[src/design/sva_pkg.sv]
/*
 * Package for the sense-data builder and volume element address reporter.
 * Assumes a single core clock domain and an AXI4-Lite register master.
 */
package sva_pkg;
    // Register byte addresses.
    localparam logic [7:0] REG_CTRL   = 8'h00;
    localparam logic [7:0] REG_ERR    = 8'h04;
    localparam logic [7:0] REG_PTR    = 8'h08;
    localparam logic [7:0] REG_CMD    = 8'h0c;
    localparam logic [7:0] REG_ALLOC  = 8'h10;
    localparam logic [7:0] REG_STAT   = 8'h14;
    localparam logic [7:0] REG_SENSE  = 8'h18;
    localparam logic [7:0] REG_RPT    = 8'h1c;
    localparam logic [7:0] REG_HDR0   = 8'h20;
    localparam logic [7:0] REG_HDR1   = 8'h24;
    localparam logic [7:0] REG_MATCH  = 8'h28;
    // Sense data constants.
    localparam logic [7:0] ERR_CURRENT  = 8'h70;
    localparam logic [7:0] ERR_NONE     = 8'h00;
    localparam logic [7:0] ADD_LEN      = 8'h0a;
    localparam logic [3:0] KEY_NONE     = 4'h0;
    localparam logic [3:0] KEY_NREADY   = 4'h2;
    localparam logic [3:0] KEY_HW       = 4'h4;
    localparam logic [3:0] KEY_ILLEGAL  = 4'h5;
    localparam logic [3:0] KEY_ATTN     = 4'h6;
    localparam logic [3:0] KEY_ABORT    = 4'hb;
    localparam logic [7:0] CODE_SEQ     = 8'h2c;
    localparam logic [7:0] QUAL_SEQ     = 8'h00;
    localparam logic [4:0] SENSE_LAST   = 5'h11;
    // Field positions in a sense byte 15.
    localparam int SKS_VALID_BIT = 7;
    localparam int SKS_CD_BIT    = 6;
    localparam int SKS_BPV_BIT   = 3;
    // Send volume tag action codes.
    localparam logic [4:0] ACT_TRANSLATE = 5'h05;
    // Element match table.
    localparam int          NUM_ELEM   = 32;
    localparam logic [15:0] DESC_BYTES = 16'h000c;
    localparam logic [15:0] HDR_BYTES  = 16'h0008;
    localparam logic [15:0] ELEM_LAST  = 16'h001f;
    localparam logic [1:0]  RESP_OKAY  = 2'b00;
    localparam logic [1:0]  RESP_SLVERR = 2'b10;

    typedef enum logic [1:0] {
        ST_IDLE = 2'b00,
        ST_SCAN = 2'b01,
        ST_DONE = 2'b10
    } sva_state_e;
endpackage

[src/design/sva_core.sv]
/*
 * Sense-data builder and volume element address reporter.
 * Assumes an AXI4-Lite master on core_clk; one request of each kind at a time.
 */
// Chosen here: the AXI4-Lite interface to the registers and the placing of the registers.
`timescale 1ns/1ps
`default_nettype none
module sva_core
    import sva_pkg::*;
(
    // Clock and reset.
    input  wire logic        core_clk,
    input  wire logic        rst_n,
    // AXI4-Lite write channels.
    input  wire logic [7:0]  s_axi_awaddr,
    input  wire logic        s_axi_awvalid,
    output logic             s_axi_awready,
    input  wire logic [31:0] s_axi_wdata,
    input  wire logic [3:0]  s_axi_wstrb,
    input  wire logic        s_axi_wvalid,
    output logic             s_axi_wready,
    output logic [1:0]       s_axi_bresp,
    output logic             s_axi_bvalid,
    input  wire logic        s_axi_bready,
    // AXI4-Lite read channels.
    input  wire logic [7:0]  s_axi_araddr,
    input  wire logic        s_axi_arvalid,
    output logic             s_axi_arready,
    output logic [31:0]      s_axi_rdata,
    output logic [1:0]       s_axi_rresp,
    output logic             s_axi_rvalid,
    input  wire logic        s_axi_rready
);
    // ************************************************************
    // Register state
    // ************************************************************
    logic        errPending_ff;
    logic [3:0]  senseKey_ff;
    logic [7:0]  extraErrorCode_ff;
    logic [7:0]  extraErrorQualifier_ff;
    logic        cmdData_ff;
    logic        bitIndexValid_ff;
    logic [2:0]  bitIndex_ff;
    logic [15:0] fieldIndex_ff;
    logic        fatal_ff;
    logic [7:0]  cmdByte1_ff;
    logic [15:0] startElem_ff;
    logic [15:0] numElem_ff;
    logic [23:0] allocLen_ff;
    logic        tagDone_ff;
    logic [4:0]  lastAction_ff;
    logic [NUM_ELEM-1:0] match_ff;
    logic        checkCond_ff;
    logic        goodStat_ff;
    sva_state_e  state_ff;
    logic [15:0] scanAddr_ff;
    logic [15:0] firstElem_ff;
    logic [15:0] availCnt_ff;
    logic [15:0] sentCnt_ff;
    logic [23:0] sentBytes_ff;
    logic [NUM_ELEM-1:0] reported_ff;

    // Bus handshake state.
    logic        awHeld_ff;
    logic        wHeld_ff;
    logic [7:0]  awAddr_ff;
    logic [31:0] wData_ff;
    logic [3:0]  wStrb_ff;

    logic        doWrite;
    logic        doRead;
    logic        senseRead;
    logic        startScan;
    logic        seqError;
    logic        illegalKey;
    logic [15:0] descLen;
    logic        flagHit;
    logic        inRange;
    logic [4:0]  scanIdx;

    assign s_axi_awready = !awHeld_ff && !s_axi_bvalid;
    assign s_axi_wready  = !wHeld_ff && !s_axi_bvalid;
    assign doWrite = awHeld_ff && wHeld_ff && !s_axi_bvalid;
    assign s_axi_arready = !s_axi_rvalid;
    assign doRead = s_axi_arvalid && s_axi_arready;
    assign senseRead = doRead && (s_axi_araddr == REG_SENSE);
    assign illegalKey = (senseKey_ff == KEY_ILLEGAL);
    assign startScan = doWrite && (awAddr_ff == REG_CTRL) && wData_ff[1]
                       && (state_ff != ST_SCAN);
    // Only a completed translate action arms the address report.
    assign seqError = !tagDone_ff || (lastAction_ff != ACT_TRANSLATE);
    // Tag information lengthens each descriptor.
    assign descLen = cmdByte1_ff[4] ? (DESC_BYTES + DESC_BYTES)
                                     : DESC_BYTES;
    assign scanIdx = scanAddr_ff[4:0];
    assign inRange = (scanAddr_ff <= ELEM_LAST);
    assign flagHit = inRange && match_ff[scanIdx];

    // ************************************************************
    // Write address and data capture
    // ************************************************************
    always_ff @(posedge core_clk or negedge rst_n)
    begin
        if (!rst_n)
        begin
            awHeld_ff <= 1'b0;
            awAddr_ff <= 8'h00;
        end
        else if (s_axi_awvalid && s_axi_awready)
        begin
            awHeld_ff <= 1'b1;
            awAddr_ff <= s_axi_awaddr;
        end
        else if (doWrite)
        begin
            awHeld_ff <= 1'b0;
        end
    end

    always_ff @(posedge core_clk or negedge rst_n)
    begin
        if (!rst_n)
        begin
            wHeld_ff <= 1'b0;
            wData_ff <= 32'h0000_0000;
            wStrb_ff <= 4'h0;
        end
        else if (s_axi_wvalid && s_axi_wready)
        begin
            wHeld_ff <= 1'b1;
            wData_ff <= s_axi_wdata;
            wStrb_ff <= s_axi_wstrb;
        end
        else if (doWrite)
        begin
            wHeld_ff <= 1'b0;
        end
    end

    always_ff @(posedge core_clk or negedge rst_n)
    begin
        if (!rst_n)
        begin
            s_axi_bvalid <= 1'b0;
            s_axi_bresp  <= RESP_OKAY;
        end
        else if (doWrite)
        begin
            s_axi_bvalid <= 1'b1;
            if (awAddr_ff == REG_CTRL || awAddr_ff == REG_ERR
                || awAddr_ff == REG_PTR || awAddr_ff == REG_CMD
                || awAddr_ff == REG_ALLOC || awAddr_ff == REG_MATCH)
                s_axi_bresp <= RESP_OKAY;
            else
                s_axi_bresp <= RESP_SLVERR;
        end
        else if (s_axi_bready)
        begin
            s_axi_bvalid <= 1'b0;
        end
    end

    // ************************************************************
    // Stored sense condition
    // ************************************************************
    // A new error written in the same cycle as a sense read wins over
    // the clear, so no condition is lost.
    always_ff @(posedge core_clk or negedge rst_n)
    begin
        if (!rst_n)
        begin
            // Reset leaves a unit attention behind for the initiator.
            errPending_ff          <= 1'b1;
            senseKey_ff            <= KEY_ATTN;
            extraErrorCode_ff      <= 8'h00;
            extraErrorQualifier_ff <= 8'h00;
            cmdData_ff             <= 1'b0;
            bitIndexValid_ff       <= 1'b0;
            bitIndex_ff            <= 3'h0;
            fieldIndex_ff          <= 16'h0000;
        end
        else if (startScan && seqError)
        begin
            errPending_ff          <= 1'b1;
            senseKey_ff            <= KEY_ILLEGAL;
            extraErrorCode_ff      <= CODE_SEQ;
            extraErrorQualifier_ff <= QUAL_SEQ;
            cmdData_ff             <= 1'b1;
            bitIndexValid_ff       <= 1'b0;
            bitIndex_ff            <= 3'h0;
            fieldIndex_ff          <= 16'h0000;
        end
        else if (doWrite && awAddr_ff == REG_ERR)
        begin
            // Key codes 2, 4, 5, 6 and 11 are stored as given.
            errPending_ff          <= (wData_ff[3:0] != KEY_NONE);
            senseKey_ff            <= wData_ff[3:0];
            extraErrorCode_ff      <= wData_ff[15:8];
            extraErrorQualifier_ff <= wData_ff[23:16];
        end
        else if (doWrite && awAddr_ff == REG_PTR)
        begin
            cmdData_ff       <= wData_ff[SKS_CD_BIT];
            bitIndexValid_ff <= wData_ff[SKS_BPV_BIT];
            bitIndex_ff      <= wData_ff[2:0];
            fieldIndex_ff    <= wData_ff[31:16];
        end
        else if (senseRead && !fatal_ff)
        begin
            errPending_ff <= 1'b0;
            senseKey_ff   <= KEY_NONE;
        end
    end

    // ************************************************************
    // Control, command block and match flags
    // ************************************************************
    always_ff @(posedge core_clk or negedge rst_n)
    begin
        if (!rst_n)
        begin
            fatal_ff      <= 1'b0;
            cmdByte1_ff   <= 8'h00;
            startElem_ff  <= 16'h0000;
            numElem_ff    <= 16'h0000;
            allocLen_ff   <= 24'h000000;
            tagDone_ff    <= 1'b0;
            lastAction_ff <= 5'h00;
        end
        else if (doWrite)
        begin
            if (awAddr_ff == REG_CTRL)
            begin
                fatal_ff <= wData_ff[2];
                if (wData_ff[3])
                begin
                    tagDone_ff    <= 1'b1;
                    lastAction_ff <= wData_ff[12:8];
                end
            end
            else if (awAddr_ff == REG_CMD)
            begin
                cmdByte1_ff  <= wData_ff[7:0];
                startElem_ff <= wData_ff[23:8];
                numElem_ff   <= {wData_ff[31:24], numElem_ff[7:0]};
            end
            else if (awAddr_ff == REG_ALLOC)
            begin
                allocLen_ff <= wData_ff[23:0];
                numElem_ff  <= {numElem_ff[15:8], wData_ff[31:24]};
            end
        end
    end

    always_ff @(posedge core_clk or negedge rst_n)
    begin
        if (!rst_n)
            match_ff <= '0;
        else if (doWrite && awAddr_ff == REG_MATCH)
            match_ff <= wData_ff;
        else if (state_ff == ST_SCAN && flagHit && reported_ff[scanIdx])
            match_ff[scanIdx] <= 1'b0;
    end

    // ************************************************************
    // Ascending element scan
    // ************************************************************
    always_ff @(posedge core_clk or negedge rst_n)
    begin
        if (!rst_n)
        begin
            state_ff     <= ST_IDLE;
            scanAddr_ff  <= 16'h0000;
            firstElem_ff <= 16'h0000;
            availCnt_ff  <= 16'h0000;
            sentCnt_ff   <= 16'h0000;
            sentBytes_ff <= 24'h000000;
            reported_ff  <= '0;
            checkCond_ff <= 1'b0;
            goodStat_ff  <= 1'b0;
        end
        else
        begin
            case (state_ff)
                ST_IDLE, ST_DONE:
                begin
                    if (startScan)
                    begin
                        checkCond_ff <= seqError;
                        goodStat_ff  <= 1'b0;
                        availCnt_ff  <= 16'h0000;
                        sentCnt_ff   <= 16'h0000;
                        sentBytes_ff <= 24'h000000;
                        reported_ff  <= '0;
                        firstElem_ff <= 16'h0000;
                        scanAddr_ff  <= startElem_ff;
                        state_ff     <= seqError ? ST_DONE : ST_SCAN;
                    end
                end
                ST_SCAN:
                begin
                    if (!inRange || availCnt_ff == numElem_ff)
                    begin
                        goodStat_ff <= 1'b1;
                        state_ff    <= ST_DONE;
                    end
                    else
                    begin
                        // A reported element is only stepped over here.
                        if (flagHit && !reported_ff[scanIdx])
                        begin
                            if (availCnt_ff == 16'h0000)
                                firstElem_ff <= scanAddr_ff;
                            availCnt_ff <= availCnt_ff + 16'h0001;
                            // Whole descriptors only, none at length zero.
                            if ({8'h00, HDR_BYTES} + sentBytes_ff
                                + {8'h00, descLen} <= allocLen_ff)
                            begin
                                sentBytes_ff <= sentBytes_ff
                                                + {8'h00, descLen};
                                sentCnt_ff <= sentCnt_ff + 16'h0001;
                                reported_ff[scanIdx] <= 1'b1;
                            end
                        end
                        // Flags clear a cycle later, once marked reported.
                        if (!flagHit || reported_ff[scanIdx]
                            || {8'h00, HDR_BYTES} + sentBytes_ff
                               + {8'h00, descLen} > allocLen_ff)
                            scanAddr_ff <= scanAddr_ff + 16'h0001;
                    end
                end
                default:
                    state_ff <= ST_IDLE;
            endcase
        end
    end

    // ************************************************************
    // Read data
    // ************************************************************
    logic [31:0] rdMux;
    logic [1:0]  rdResp;
    logic [7:0]  errCode;

    assign errCode = errPending_ff ? ERR_CURRENT : ERR_NONE;

    always_comb
    begin
        rdMux  = 32'h0000_0000;
        rdResp = RESP_OKAY;
        if (s_axi_araddr == REG_CTRL)
            rdMux = {19'h0, lastAction_ff, 5'h00, fatal_ff, 1'b0, 1'b0};
        else if (s_axi_araddr == REG_ERR)
            rdMux = {8'h00, extraErrorQualifier_ff, extraErrorCode_ff,
                     4'h0, senseKey_ff};
        else if (s_axi_araddr == REG_PTR || s_axi_araddr == REG_SENSE)
            // Byte 15 and field pointer bytes 16-17; the specific part is
            // valid only under an illegal request key.
            rdMux = {fieldIndex_ff, 8'h00,
                     illegalKey, cmdData_ff & illegalKey, 1'b0, 1'b0,
                     bitIndexValid_ff & illegalKey,
                     bitIndex_ff};
        else if (s_axi_araddr == REG_CMD)
            rdMux = {numElem_ff[15:8], startElem_ff, cmdByte1_ff};
        else if (s_axi_araddr == REG_ALLOC)
            rdMux = {numElem_ff[7:0], allocLen_ff};
        else if (s_axi_araddr == REG_STAT)
            rdMux = {22'h0, tagDone_ff, 3'h0, errCode[6], 1'b0,
                     goodStat_ff, checkCond_ff, state_ff};
        else if (s_axi_araddr == REG_RPT)
            rdMux = {sentCnt_ff, 8'h00, ADD_LEN};
        else if (s_axi_araddr == REG_HDR0)
            rdMux = {availCnt_ff, firstElem_ff};
        else if (s_axi_araddr == REG_HDR1)
            rdMux = {8'h00, 16'(availCnt_ff * descLen), 3'h0,
                     lastAction_ff};
        else if (s_axi_araddr == REG_MATCH)
            rdMux = match_ff;
        else
            rdResp = RESP_SLVERR;
    end

    // The sense word packs error code, key byte (segment zero, flags zero)
    // and the joint code and qualifier; info fields are never stored.
    always_ff @(posedge core_clk or negedge rst_n)
    begin
        if (!rst_n)
        begin
            s_axi_rvalid <= 1'b0;
            s_axi_rdata  <= 32'h0000_0000;
            s_axi_rresp  <= RESP_OKAY;
        end
        else if (doRead)
        begin
            s_axi_rvalid <= 1'b1;
            if (senseRead)
            begin
                // Fatal error answers with an error response.
                s_axi_rresp <= fatal_ff ? RESP_SLVERR : RESP_OKAY;
                s_axi_rdata <= {errCode, 4'h0, senseKey_ff,
                                extraErrorCode_ff,
                                extraErrorQualifier_ff};
            end
            else
            begin
                s_axi_rresp <= rdResp;
                s_axi_rdata <= rdMux;
            end
        end
        else if (s_axi_rready)
        begin
            s_axi_rvalid <= 1'b0;
        end
    end
endmodule // sva_core
`default_nettype wire

[config.mk]
export PLATFORM = sky130hd
export DESIGN_NAME = sva_core
export DESIGN_NICKNAME = d
export VERILOG_FILES = /design/src/design/sva_pkg.sv /design/src/design/sva_core.sv
export SDC_FILE = /design/constraint.sdc
export NUM_CORES = 1
export LEC_CHECK = 0
export ABC_AREA = 1
export BUFFER_PORTS_ARGS = -buffer_cell sky130_fd_sc_hd__buf_2
export CORE_MARGIN = 2
export CORE_UTILIZATION = 40
export DETAILED_ROUTE_END_ITERATION = 8
export PLACE_DENSITY = 0.63
export SETUP_SLACK_MARGIN = 0.15
export SKIP_CTS_REPAIR_TIMING = 1
export SYNTH_ARGS = -nofsm -noshare
export SYNTH_HDL_FRONTEND = slang
export SYNTH_SLANG_ARGS = --single-unit
[constraint.sdc]
create_clock -name core_clk -period 4.46 [get_ports core_clk]
set_clock_uncertainty 0.2 [all_clocks]
set_input_delay 0.223 -clock core_clk [delete_from_list [all_inputs] [get_ports core_clk]]
set_output_delay 0.223 -clock core_clk [all_outputs]
set_load 0.01 [all_outputs]
==> impl_metrics.tcl, run 1 <==
set metrics [dict create \
    insertion_delay_ns 0.58 \
    worstSetupEndpointType "flip-flop" \
    dp_hpwl_mm 52.1 \
    num-fill-cells 5122 \
    synth_xor_area_share_pct 3.10 \
    gp_congestion 1.00 \
    ys_seq_area_share_pct 41.9 \
    critPathLaunchType "flip-flop" \
    n_antenna_cell 0 \
    cts_buffers 41 \
    comb_power_share_pct 23.1 \
    cts_tree "yes" \
    cp_common_cell "nand2_1" \
    vias 19679 \
    maxCapViolations 0 \
    reg2reg_depth 19 \
    clockRootBuffer "clkbuf_16" \
    antenna_found_initial 0 \
    period_minus_slack_ns 4.16 \
    use_met2_pct 43.0 \
    required_ns 4.71 \
    cp_data_arrival_time_ns 4.41 \
    tightest_slew_ns 1.18 \
    vdd_ir_drop_max_v 0.000433 \
    synth_compound_area_share_pct 12.9 \
    power_leakage_nw 11.7 \
    drt-total-wl_mm 72.0 \
    hold_violations 1 \
    grt_max_degree 122 \
    drc_errors 0 \
    via_per_inst 5.50 \
    critical_path_class "reg -> reg" \
    slew_headroom_pct 21.4 \
    detail-route-antenna-nets 0 \
    synth_ff_type "dfrtp_1" \
    dieWidth_um 231 \
    synth_top_family_by_area "simple AND/OR/NAND/NOR gates" \
    critPathMaxStageDelay_ns 0.46 \
    synthesis.area_um2 20600 \
    grt_setup_unrepaired "yes" \
    synth.most_common_cell "nand2_1" \
    yosys.area_share.adder_pct 5.23 \
    clk_pin_slew_ns 0.06 \
    fin_setup_tns_ns 0 \
    outcome "finished, violations left" \
    synth_top_area_share_pct 41.5 \
    p_sw_w 0.00339 \
    clockPowerShare_pct 35.7 \
    crit_fanout 27 \
    cts_sinks 345 \
    synthMuxAreaShare_pct 0.267 \
    internal-power_w 0.00616 \
    hold_path_class "in -> reg" \
    grtUsageTotal_pct 26.8 \
    violations "hold timing" \
    grt_pass1_wl_mm 110 \
    fmax_mhz 241 \
    first_global_vias 18730 \
    period_share_pct 93.2 \
    h-tree-depth 2 \
    multi_input_area_um2 10300 \
    synth_area_leaders "dfrtp_1, nand2_1, inv_1, o21ai_0, nor2_1" \
    synth.distinct_cells 52 \
    grt_overflow 0 \
    power_density_nw_per_um2 403 \
    switching_share_pct 35.5 \
    synth_edf_count 0 \
    grt_use_met3_pct 3.15 \
    grt_use_met1_pct 36.3 \
    io_buffer_count 93 \
    die_h_um 231 \
    async_flop_share_pct 100 \
    drt_iter0_drc 2005 \
    fp-row-count 83 \
    nets 3007 \
    synth-seq-cells 345 \
    fp.coreArea_um2 51200 \
    layout-drive-gt1-share_pct 9.49 \
    critPathSlowestCell "fa_1" \
    dieArea_um2 53400 \
    hold-worst-slack_ns -0.0516 \
    p_seq_share_pct 41.1 \
    seqCellArea_um2 8640 \
    busiest_layer "met2" \
    synth_common_cells "nand2_1, dfrtp_1, inv_1" \
    initial_core_util_pct 40.3 \
    synth_top_area_cell "dfrtp_1" \
    slew_viol_final 0 \
    worstPathCellList "buf_8 > nand2_1 > inv_1 > fa_1 > ha_1 > ha_1 > ha_1 > fa_1 > nand3_1 > nand2_1 > a21oi_1 > xor2_1 > nand2_1 > nand2_1 > nand2_1 > nand2_1 > nand3_1 > nand2_1 > nand2_1" \
    max-clock-path-buffers 3 \
    ios 100 \
    setup_ws_ns 0.304 \
    hold-path-cell-count 3 \
    avgRoutedWirePerCell_um 20.1 \
    postSynthAreaPerCell_um2 7.43 \
    area_growth_pct 14.8 \
    dp_slack_ns 0.164 \
    netlist_instances 2777 \
    ys_warn_count 0 \
    yosys.area_share.simple_pct 27.7 \
    setup_viol 0 \
    first_pass_iters 6 \
]
[layout by cell type, fill, tap and decap left out, types with 44 or more instances in the layout]
| master | Yosys | routed |
|---|---|---|
| a21oi_1 | 167 | 167 |
| ha_1 | 67 | 66 |
| buf_2 | 31 | 92 |
| nor2_1 | 252 | 249 |
| buf_4 | 4 | 48 |
| nand2_1 | 694 | 690 |
| o21ai_0 | 202 | 202 |
| inv_1 | 313 | 312 |
| nand3_1 | 177 | 174 |
| dfrtp_1 | 342 | 342 |
| nand4_1 | 132 | 132 |
| dlygate4sd3_1 | 0 | 44 |
[power by group through the flow]
stage	logic, W	clock network (W)	registers (W)
6_report	0.00221	0.00341	0.00393
5_1_grt	0.00241	0.00357	0.00397
4_1_cts	0.00215	0.00345	0.00392
3_5_place_dp	0.00214	0	0.00397
3_3_place_gp	0.00209	0	0.00396
2_1_floorplan	0.00121	0	0.00387
[stage by stage]
| stage | util [%] | hold WS [ns] | total power (W) | instance area, um^2 | instances |
|---|---|---|---|---|---|
| final | 46.3 | -0.0516 | 0.00955 | 23700 | 3579 |
| after floorplan | - | -0.273 | 0.00508 | 20600 | 2778 |
| after global routing | 46.3 | 0.0145 | 0.00995 | 23700 | 3579 |
| after CTS | 45.1 | -0.406 | 0.00951 | 23100 | 3531 |
| after detailed placement | 42.5 | 0.202 | 0.00611 | 21800 | 3458 |
| after global placement | 42.5 | 0.201 | 0.00604 | 21800 | 3458 |
[critical path: cells and delay by family (launching register included)]
kind,cells,cell delay [ns]
adder cells (fa/ha/maj),5,1.74
flip-flops,1,0.40
XOR/XNOR,1,0.16
AO/OA/AOI/OAI,1,0.18
AND/OR/NAND/NOR,10,1.13
buffers and inverters,2,0.23
[metal layers]
layer | vias to the layer above | wire length (um)
met5 | - | 0
met4 | 0 | 3400
met3 | 148 | 4500
met2 | 719 | 32900
met1 | 9502 | 31300
li1 | 9310 | -
[registers in the layout (all words and copies together), names as in the netlist, 2 cells and up]
name and flops:
allocLen_ff 24, availCnt_ff 16, awAddr_ff 8, bitIndex_ff 3, cmdByte1_ff 8, extraErrorCode_ff 8, extraErrorQualifier_ff 8, fieldIndex_ff 16
firstElem_ff 16, lastAction_ff 5, match_ff 32, numElem_ff 16, reported_ff 32, s_axi_rdata 32, scanAddr_ff 16, senseKey_ff 4
sentBytes_ff 22, sentCnt_ff 16, startElem_ff 16, state_ff 2, wData_ff 32
[cell families (layout without fill, tap and decap cells)]
| logic type | Yosys count | after routing |
|---|---|---|
| AO/OA/AOI/OAI | 481 | 481 |
| adder cells (fa/ha/maj) | 79 | 79 |
| other | 1 | 2 |
| XOR/XNOR | 73 | 73 |
| multiplexers | 5 | 5 |
| AND/OR/NAND/NOR | 1326 | 1329 |
| flip-flops | 345 | 345 |
| buffers and inverters | 467 | 585 |
[layout make-up]
class                   instances  share of cell area [%]
inverters                     320                    5.07
clock buffers                  56                    5.00
multi-input cells            1969                    43.3
well taps                     680                    3.59
repair buffers                192                    5.86
clock inverters                17                   0.676
flip-flops and latches        345                    36.5
[path summary, 6_finish.rpt]
kind                                  from         endpoint  slack (ns)
max in group asynchronous            rst_n   sentCnt_ff[10]        2.72
hold / removal               s_axi_awvalid        awHeld_ff       -0.05
setup reg to reg            cmdByte1_ff[4]  s_axi_rdata[20]        0.30
min in group asynchronous            rst_n     wData_ff[21]        0.15
setup / recovery            cmdByte1_ff[4]  s_axi_rdata[20]        0.30
hold reg to reg            firstElem_ff[7]  firstElem_ff[7]        0.27
(Power assumes the default switching activity.)
==> run 2, diff against run 1 <==
- ABC_AREA: 1 -> unset
- MAX_ROUTING_LAYER: unset -> met4
==> impl_metrics.tcl, run 2 <==
set metrics [dict create \
    antenna_found_initial 1 \
    dp_hpwl_mm 45.0 \
    r2r_end "sentBytes_ff[22]" \
    outcome "completed" \
    endpoint "sentBytes_ff[22]" \
    layout-drive-gt1-share_pct 21.5 \
    synth.distinct_cells 74 \
    tightest_slew_ns 1.20 \
    final_cell_mix "dfrtp_1, nand2_1, nor2_1, mux2_2, o21ai_0" \
    netlist_instances 1905 \
    worstSetupStartpoint "cmdByte1_ff[4]" \
    ios 100 \
    dpl_cell_area_um2 20100 \
    cts_buffers 39 \
    h-tree-depth 2 \
    fp-row-count 79 \
    synth_area_leaders "dfrtp_1, mux2_2, ha_1, nand2_1, o21ai_0" \
    clk_pin_slew_ns 0.06 \
    grt_overflow 0 \
    placedCellCount 2546 \
    hold_violations 0 \
    first_pass_iters 6 \
    stdcell_count 2674 \
    synth_common_cells "dfrtp_1, nand2_1, nor2_1" \
    cp_data_arrival_time_ns 4.66 \
    power_density_nw_per_um2 478 \
    required_ns 4.70 \
    via_per_inst 6.10 \
    design_area_um2 22400 \
    hold_path_class "in -> reg" \
    synth_top_area_share_pct 45.8 \
    insertion_delay_ns 0.58 \
    reg2reg_depth 21 \
    rrSetupSlack_ns 0.05 \
    period_share_pct 99.0 \
    slew_viol_final 0 \
    synth_ff_type "dfrtp_1" \
    critical_path_class "reg -> reg" \
    drt-total-wl_mm 64.4 \
    vias 16316 \
    synth_edf_count 0 \
    crit_fanout 7 \
    period_minus_slack_ns 4.41 \
    drt_iter0_drc 1801 \
    first_global_vias 15709 \
    postSynthAreaPerCell_um2 9.82 \
    synth_top_area_cell "dfrtp_1" \
    nets 2179 \
    fp.coreArea_um2 46400 \
    grt_setup_unrepaired "yes" \
    r2r_start "cmdByte1_ff[4]" \
    critPathLaunchType "flip-flop" \
    grt_pass1_wl_mm 96.2 \
    avgRoutedWirePerCell_um 24.1 \
    grtUsageTotal_pct 27.0 \
    setup_viol 0 \
    dieArea_um2 48500 \
    fmax_mhz 227 \
    worstSetupEndpointType "flip-flop" \
    max-clock-path-buffers 3 \
    ys_warn_count 0 \
    cts_sinks 345 \
    synth-seq-cells 345 \
    async_flop_share_pct 100 \
    synth.most_common_cell "dfrtp_1" \
    drc_errors 0 \
    dieWidth_um 220 \
    synthesis.area_um2 18700 \
    vdd_ir_drop_max_v 0.000342 \
    io_buffer_count 93 \
    gp_congestion 0.956 \
    slew_headroom_pct 19.2 \
    power_w 0.0107 \
    fin_setup_tns_ns 0 \
    grt_max_degree 118 \
    detail-route-antenna-nets 0 \
    area_growth_pct 19.7 \
    die_h_um 220 \
    ys_seq_area_share_pct 46.2 \
    initial_core_util_pct 40.3 \
    clockRootBuffer "clkbuf_16" \
    maxCapViolations 0 \
    power_leakage_nw 10.4 \
    cts_tree "yes" \
    layout_commonest_cell "dfrtp_1" \
]
[run 2: cell types whose count changed in the layout (fill, tap and decap cells not counted), sizes merged, moves of 30 or more]
cell    previous run  this run
a21oi            167        96
a222oi             0        31
a31oi              5        44
buf              148       178
inv              316        54
mux2               4       116
mux2i              1        37
nand2            699       222
nand3            185        72
nand4            132        26
nor2             256       150
o21ai            226       114
[run 2: kinds of logic after synthesis]
group / Yosys count / synth area share, %
AOI/OAI and AO/OA: 437 / 15.5
and+or+nand+nor: 638 / 16.1
xor gates and xnor gates: 61 / 2.86
adders and majority gates: 79 / 5.77
other: 1 / 0.0200
muxes: 158 / 9.57
DFF: 345 / 46.2
buffers and inverters: 186 / 4.03
[run 2: critical path, cell delays in order, from the launching register on]
cell and delay, ns:
dfrtp_1 0.40, inv_4 0.10, ha_4 0.16, ha_4 0.14
ha_4 0.13, a21oi_2 0.06, nor2_2 0.13, buf_4 0.15
nand3_2 0.10, xnor2_2 0.16, ha_1 0.33, a21oi_2 0.16
o21ai_0 0.11, o311a_1 0.36, or4_4 0.49, a21oi_4 0.24
buf_12 0.14, nand4b_4 0.15, buf_6 0.17, buf_4 0.13
o31ai_2 0.17, a21oi_1 0.10
[run 2: per-layer routing]
metal,share of wire [%],GRT usage [%],up-vias
met1,41,35.2,8210
met4,4.0,11.3,0
met5,0,-,-
li1,-,-,7204
met2,46,41.5,748
met3,8.2,5.03,154
[run 2: how the worst min path moves through the flow]
stage | startpoint | endpoint | slack, ns | cells after the start
2_1_floorplan | rst_n | allocLen_ff[0] | -0.27 | 0
3_5_place_dp | rst_n | sentBytes_ff[20] | 0.21 | 1
3_3_place_gp | rst_n | sentBytes_ff[20] | 0.20 | 1
5_1_grt | s_axi_awvalid | awHeld_ff | 0.07 | 3
6_report | s_axi_awvalid | awHeld_ff | 0.03 | 3
4_1_cts | rst_n | sentBytes_ff[20] | -0.40 | 1
[run 2: area by class of cell]
type	instances	area, um^2
Antenna cell	1	2.50
Clock buffer	54	1110
Clock inverter	12	178
Fill cell	4205	24000
Inverter	53	204
Multi-Input combinational cell	1375	9730
Sequential cell	345	8640
Tap cell	607	759
Timing Repair Buffer	227	1760
[run 2: power breakdown]
| group | switching, W | leakage (nW) | internal (W) |
|---|---|---|---|
| clock network | 0.00136 | 0.633 | 0.00197 |
| logic | 0.00147 | 5.07 | 0.00127 |
| registers | 0.000873 | 4.66 | 0.00376 |
| total | 0.00370 | 10.4 | 0.00700 |
[run 2: stage by stage]
stage               hold slack, ns  util, %  worst slack [ns]
finish                      0.0346     48.3            0.0467
global route                0.0685     48.3           -0.0979
CTS                         -0.402     46.1            -0.100
detailed placement           0.206     43.3           -0.0779
global placement             0.199     43.3            0.0168
floorplan                   -0.273        -             0.173
==> run 3, diff against run 2 <==
--- a/config.mk
+++ b/config.mk
@@ -6,10 +6,11 @@
 export NUM_CORES = 1
 export LEC_CHECK = 0
-export BUFFER_PORTS_ARGS = -buffer_cell sky130_fd_sc_hd__buf_2
 export CORE_MARGIN = 2
 export CORE_UTILIZATION = 40
 export DETAILED_ROUTE_END_ITERATION = 8
+export DONT_BUFFER_PORTS = 1
+export HOLD_SLACK_MARGIN = 0.12
 export MAX_ROUTING_LAYER = met4
-export PLACE_DENSITY = 0.63
+export PLACE_DENSITY = 0.61
 export SETUP_SLACK_MARGIN = 0.15
 export SKIP_CTS_REPAIR_TIMING = 1
==> constraint.sdc (replaced) <==
create_clock -name core_clk -period 4.46 [get_ports core_clk]
set_clock_uncertainty 0.2 [all_clocks]
set_input_delay 0.446 -clock core_clk [delete_from_list [all_inputs] [get_ports core_clk]]
set_output_delay 0.446 -clock core_clk [all_outputs]
set_load 0.01 [all_outputs]
==> impl_metrics.tcl, run 3 (synthesis gave the netlist of run 2 again) <==
set metrics [dict create \
    detail-route-antenna-nets 0 \
    nets 2104 \
    dieArea_um2 48500 \
    fp-row-count 79 \
    power_leakage_nw 10.0 \
    via_per_inst 6.13 \
    cts_buffers 40 \
    dieWidth_um 220 \
    outcome "finished, violations left" \
    ios 100 \
    dp_hpwl_mm 44.3 \
    r2r_end "sentBytes_ff[7]" \
    max-clock-path-buffers 3 \
    first_global_vias 15308 \
    r2r_start "cmdByte1_ff[4]" \
    io_buffer_count 0 \
    fp.coreArea_um2 46400 \
    rrSetupSlack_ns -0.09 \
    drt_iter0_drc 1617 \
    dpl_cell_area_um2 19700 \
    worstSetupEndpointType "flip-flop" \
    drc_errors 0 \
    vias 15959 \
    insertion_delay_ns 0.57 \
    critPathSlowestCell "or4_4" \
    critical_path_class "reg -> reg" \
    grt_overflow 0 \
    cts_tree "yes" \
    hold_violations 342 \
    period_share_pct 102 \
    violations "hold timing, slew limit, setup timing" \
    layout-drive-gt1-share_pct 20.7 \
    slew_headroom_pct -15.5 \
    final_cell_mix "dfrtp_1, nand2_1, nor2_1, mux2_2, o21ai_0" \
    maxCapViolations 0 \
    clk_pin_slew_ns 0.06 \
    required_ns 4.75 \
    tightest_slew_ns 1.73 \
    period_minus_slack_ns 4.55 \
    drt-total-wl_mm 64.7 \
    avgRoutedWirePerCell_um 24.9 \
    hold_path_class "in -> async" \
    critPathLaunchType "flip-flop" \
    grt_setup_unrepaired "yes" \
    clockRootBuffer "clkbuf_16" \
    vdd_ir_drop_max_v 0.000414 \
    worstPathCellList "inv_4 > ha_4 > inv_4 > ha_4 > a21oi_2 > nor2_2 > nand3_2 > buf_4 > nor2_1 > xor2_1 > ha_1 > a21oi_1 > o21ai_1 > a22o_1 > or4_4 > a21oi_4 > buf_12 > buf_12 > nand2_8 > or4_4 > a21oi_2" \
    fmax_mhz 220 \
    first_pass_iters 7 \
    grtUsageTotal_pct 26.9 \
    gp_congestion 0.943 \
    crit_fanout 6 \
    design_area_um2 22300 \
    layout_commonest_cell "dfrtp_1" \
    grt_max_degree 346 \
    die_h_um 220 \
    setup_ws_ns -0.0881 \
    setup_viol 35 \
    reg2reg_depth 21 \
    area_growth_pct 19.5 \
    fin_setup_tns_ns -1.72 \
    initial_core_util_pct 40.3 \
    grt_pass1_wl_mm 95.4 \
    h-tree-depth 2 \
    cp_data_arrival_time_ns 4.84 \
    critPathMaxStageDelay_ns 0.55 \
    hold-worst-slack_ns -0.576 \
    cts_sinks 345 \
    power_density_nw_per_um2 491 \
    slew_viol_final 166 \
    antenna_found_initial 1 \
]
## run 3: worst max-delay path, delay by kind of cell (launching register included)
kind	cells	cell delay, ns
AOI/OAI and AO/OA	6	0.90
and+or+nand+nor	6	1.40
adders and majority gates	3	0.71
DFF	1	0.40
xor gates and xnor gates	1	0.28
buffers and inverters	5	0.57
## run 3: worst max path at each step
stage | start | endpoint | slack (ns) | depth (start not counted)
4_1_cts | cmdByte1_ff[4] | sentBytes_ff[16] | -0.16 | 17
5_1_grt | cmdByte1_ff[4] | reported_ff[0] | -0.22 | 23
3_3_place_gp | cmdByte1_ff[4] | sentCnt_ff[14] | -0.02 | 19
2_1_floorplan | cmdByte1_ff[4] | sentCnt_ff[13] | 0.17 | 21
6_report | cmdByte1_ff[4] | sentBytes_ff[7] | -0.09 | 21
3_5_place_dp | cmdByte1_ff[4] | sentBytes_ff[16] | -0.13 | 17
## run 3: area by class of cell
class / count / area, um^2
diodes: 1 / 2.50
clock buffers: 59 / 1190
clock inverters: 11 / 110
fillers: 4241 / 24000
inverters: 53 / 204
multi-input cells: 1377 / 10100
flip-flops and latches: 345 / 8640
well taps: 607 / 759
repair buffers: 149 / 1390
## run 3: power by group
group | switching (W) | leakage (nW) | internal [W]
registers | 0.000860 | 4.66 | 0.00376
clock network | 0.00134 | 0.643 | 0.00196
logic | 0.00160 | 4.74 | 0.00146
## run 3: metrics by stage
step	std cells	setup WS, ns	hold slack, ns	power [W]	utilization [%]
floorplan	1906	0.173	-0.0496	0.00589	-
global placement	2462	-0.0185	-0.0126	0.00687	42.4
detailed placement	2462	-0.132	-0.0110	0.00695	42.4
CTS	2532	-0.159	-0.604	0.0103	45.2
global route	2602	-0.221	-0.602	0.0114	48.2
finish	2602	-0.0881	-0.576	0.0110	48.2
## run 3: per-layer routing
| layer | vias up | part of all wire (%) | global-route usage [%] |
|---|---|---|---|
| li1 | 7041 | - | - |
| met1 | 8043 | 41 | 35.8 |
| met4 | 0 | 4.0 | 10.7 |
| met5 | - | 0 | - |
| met2 | 736 | 46 | 40.4 |
| met3 | 139 | 8.4 | 5.17 |
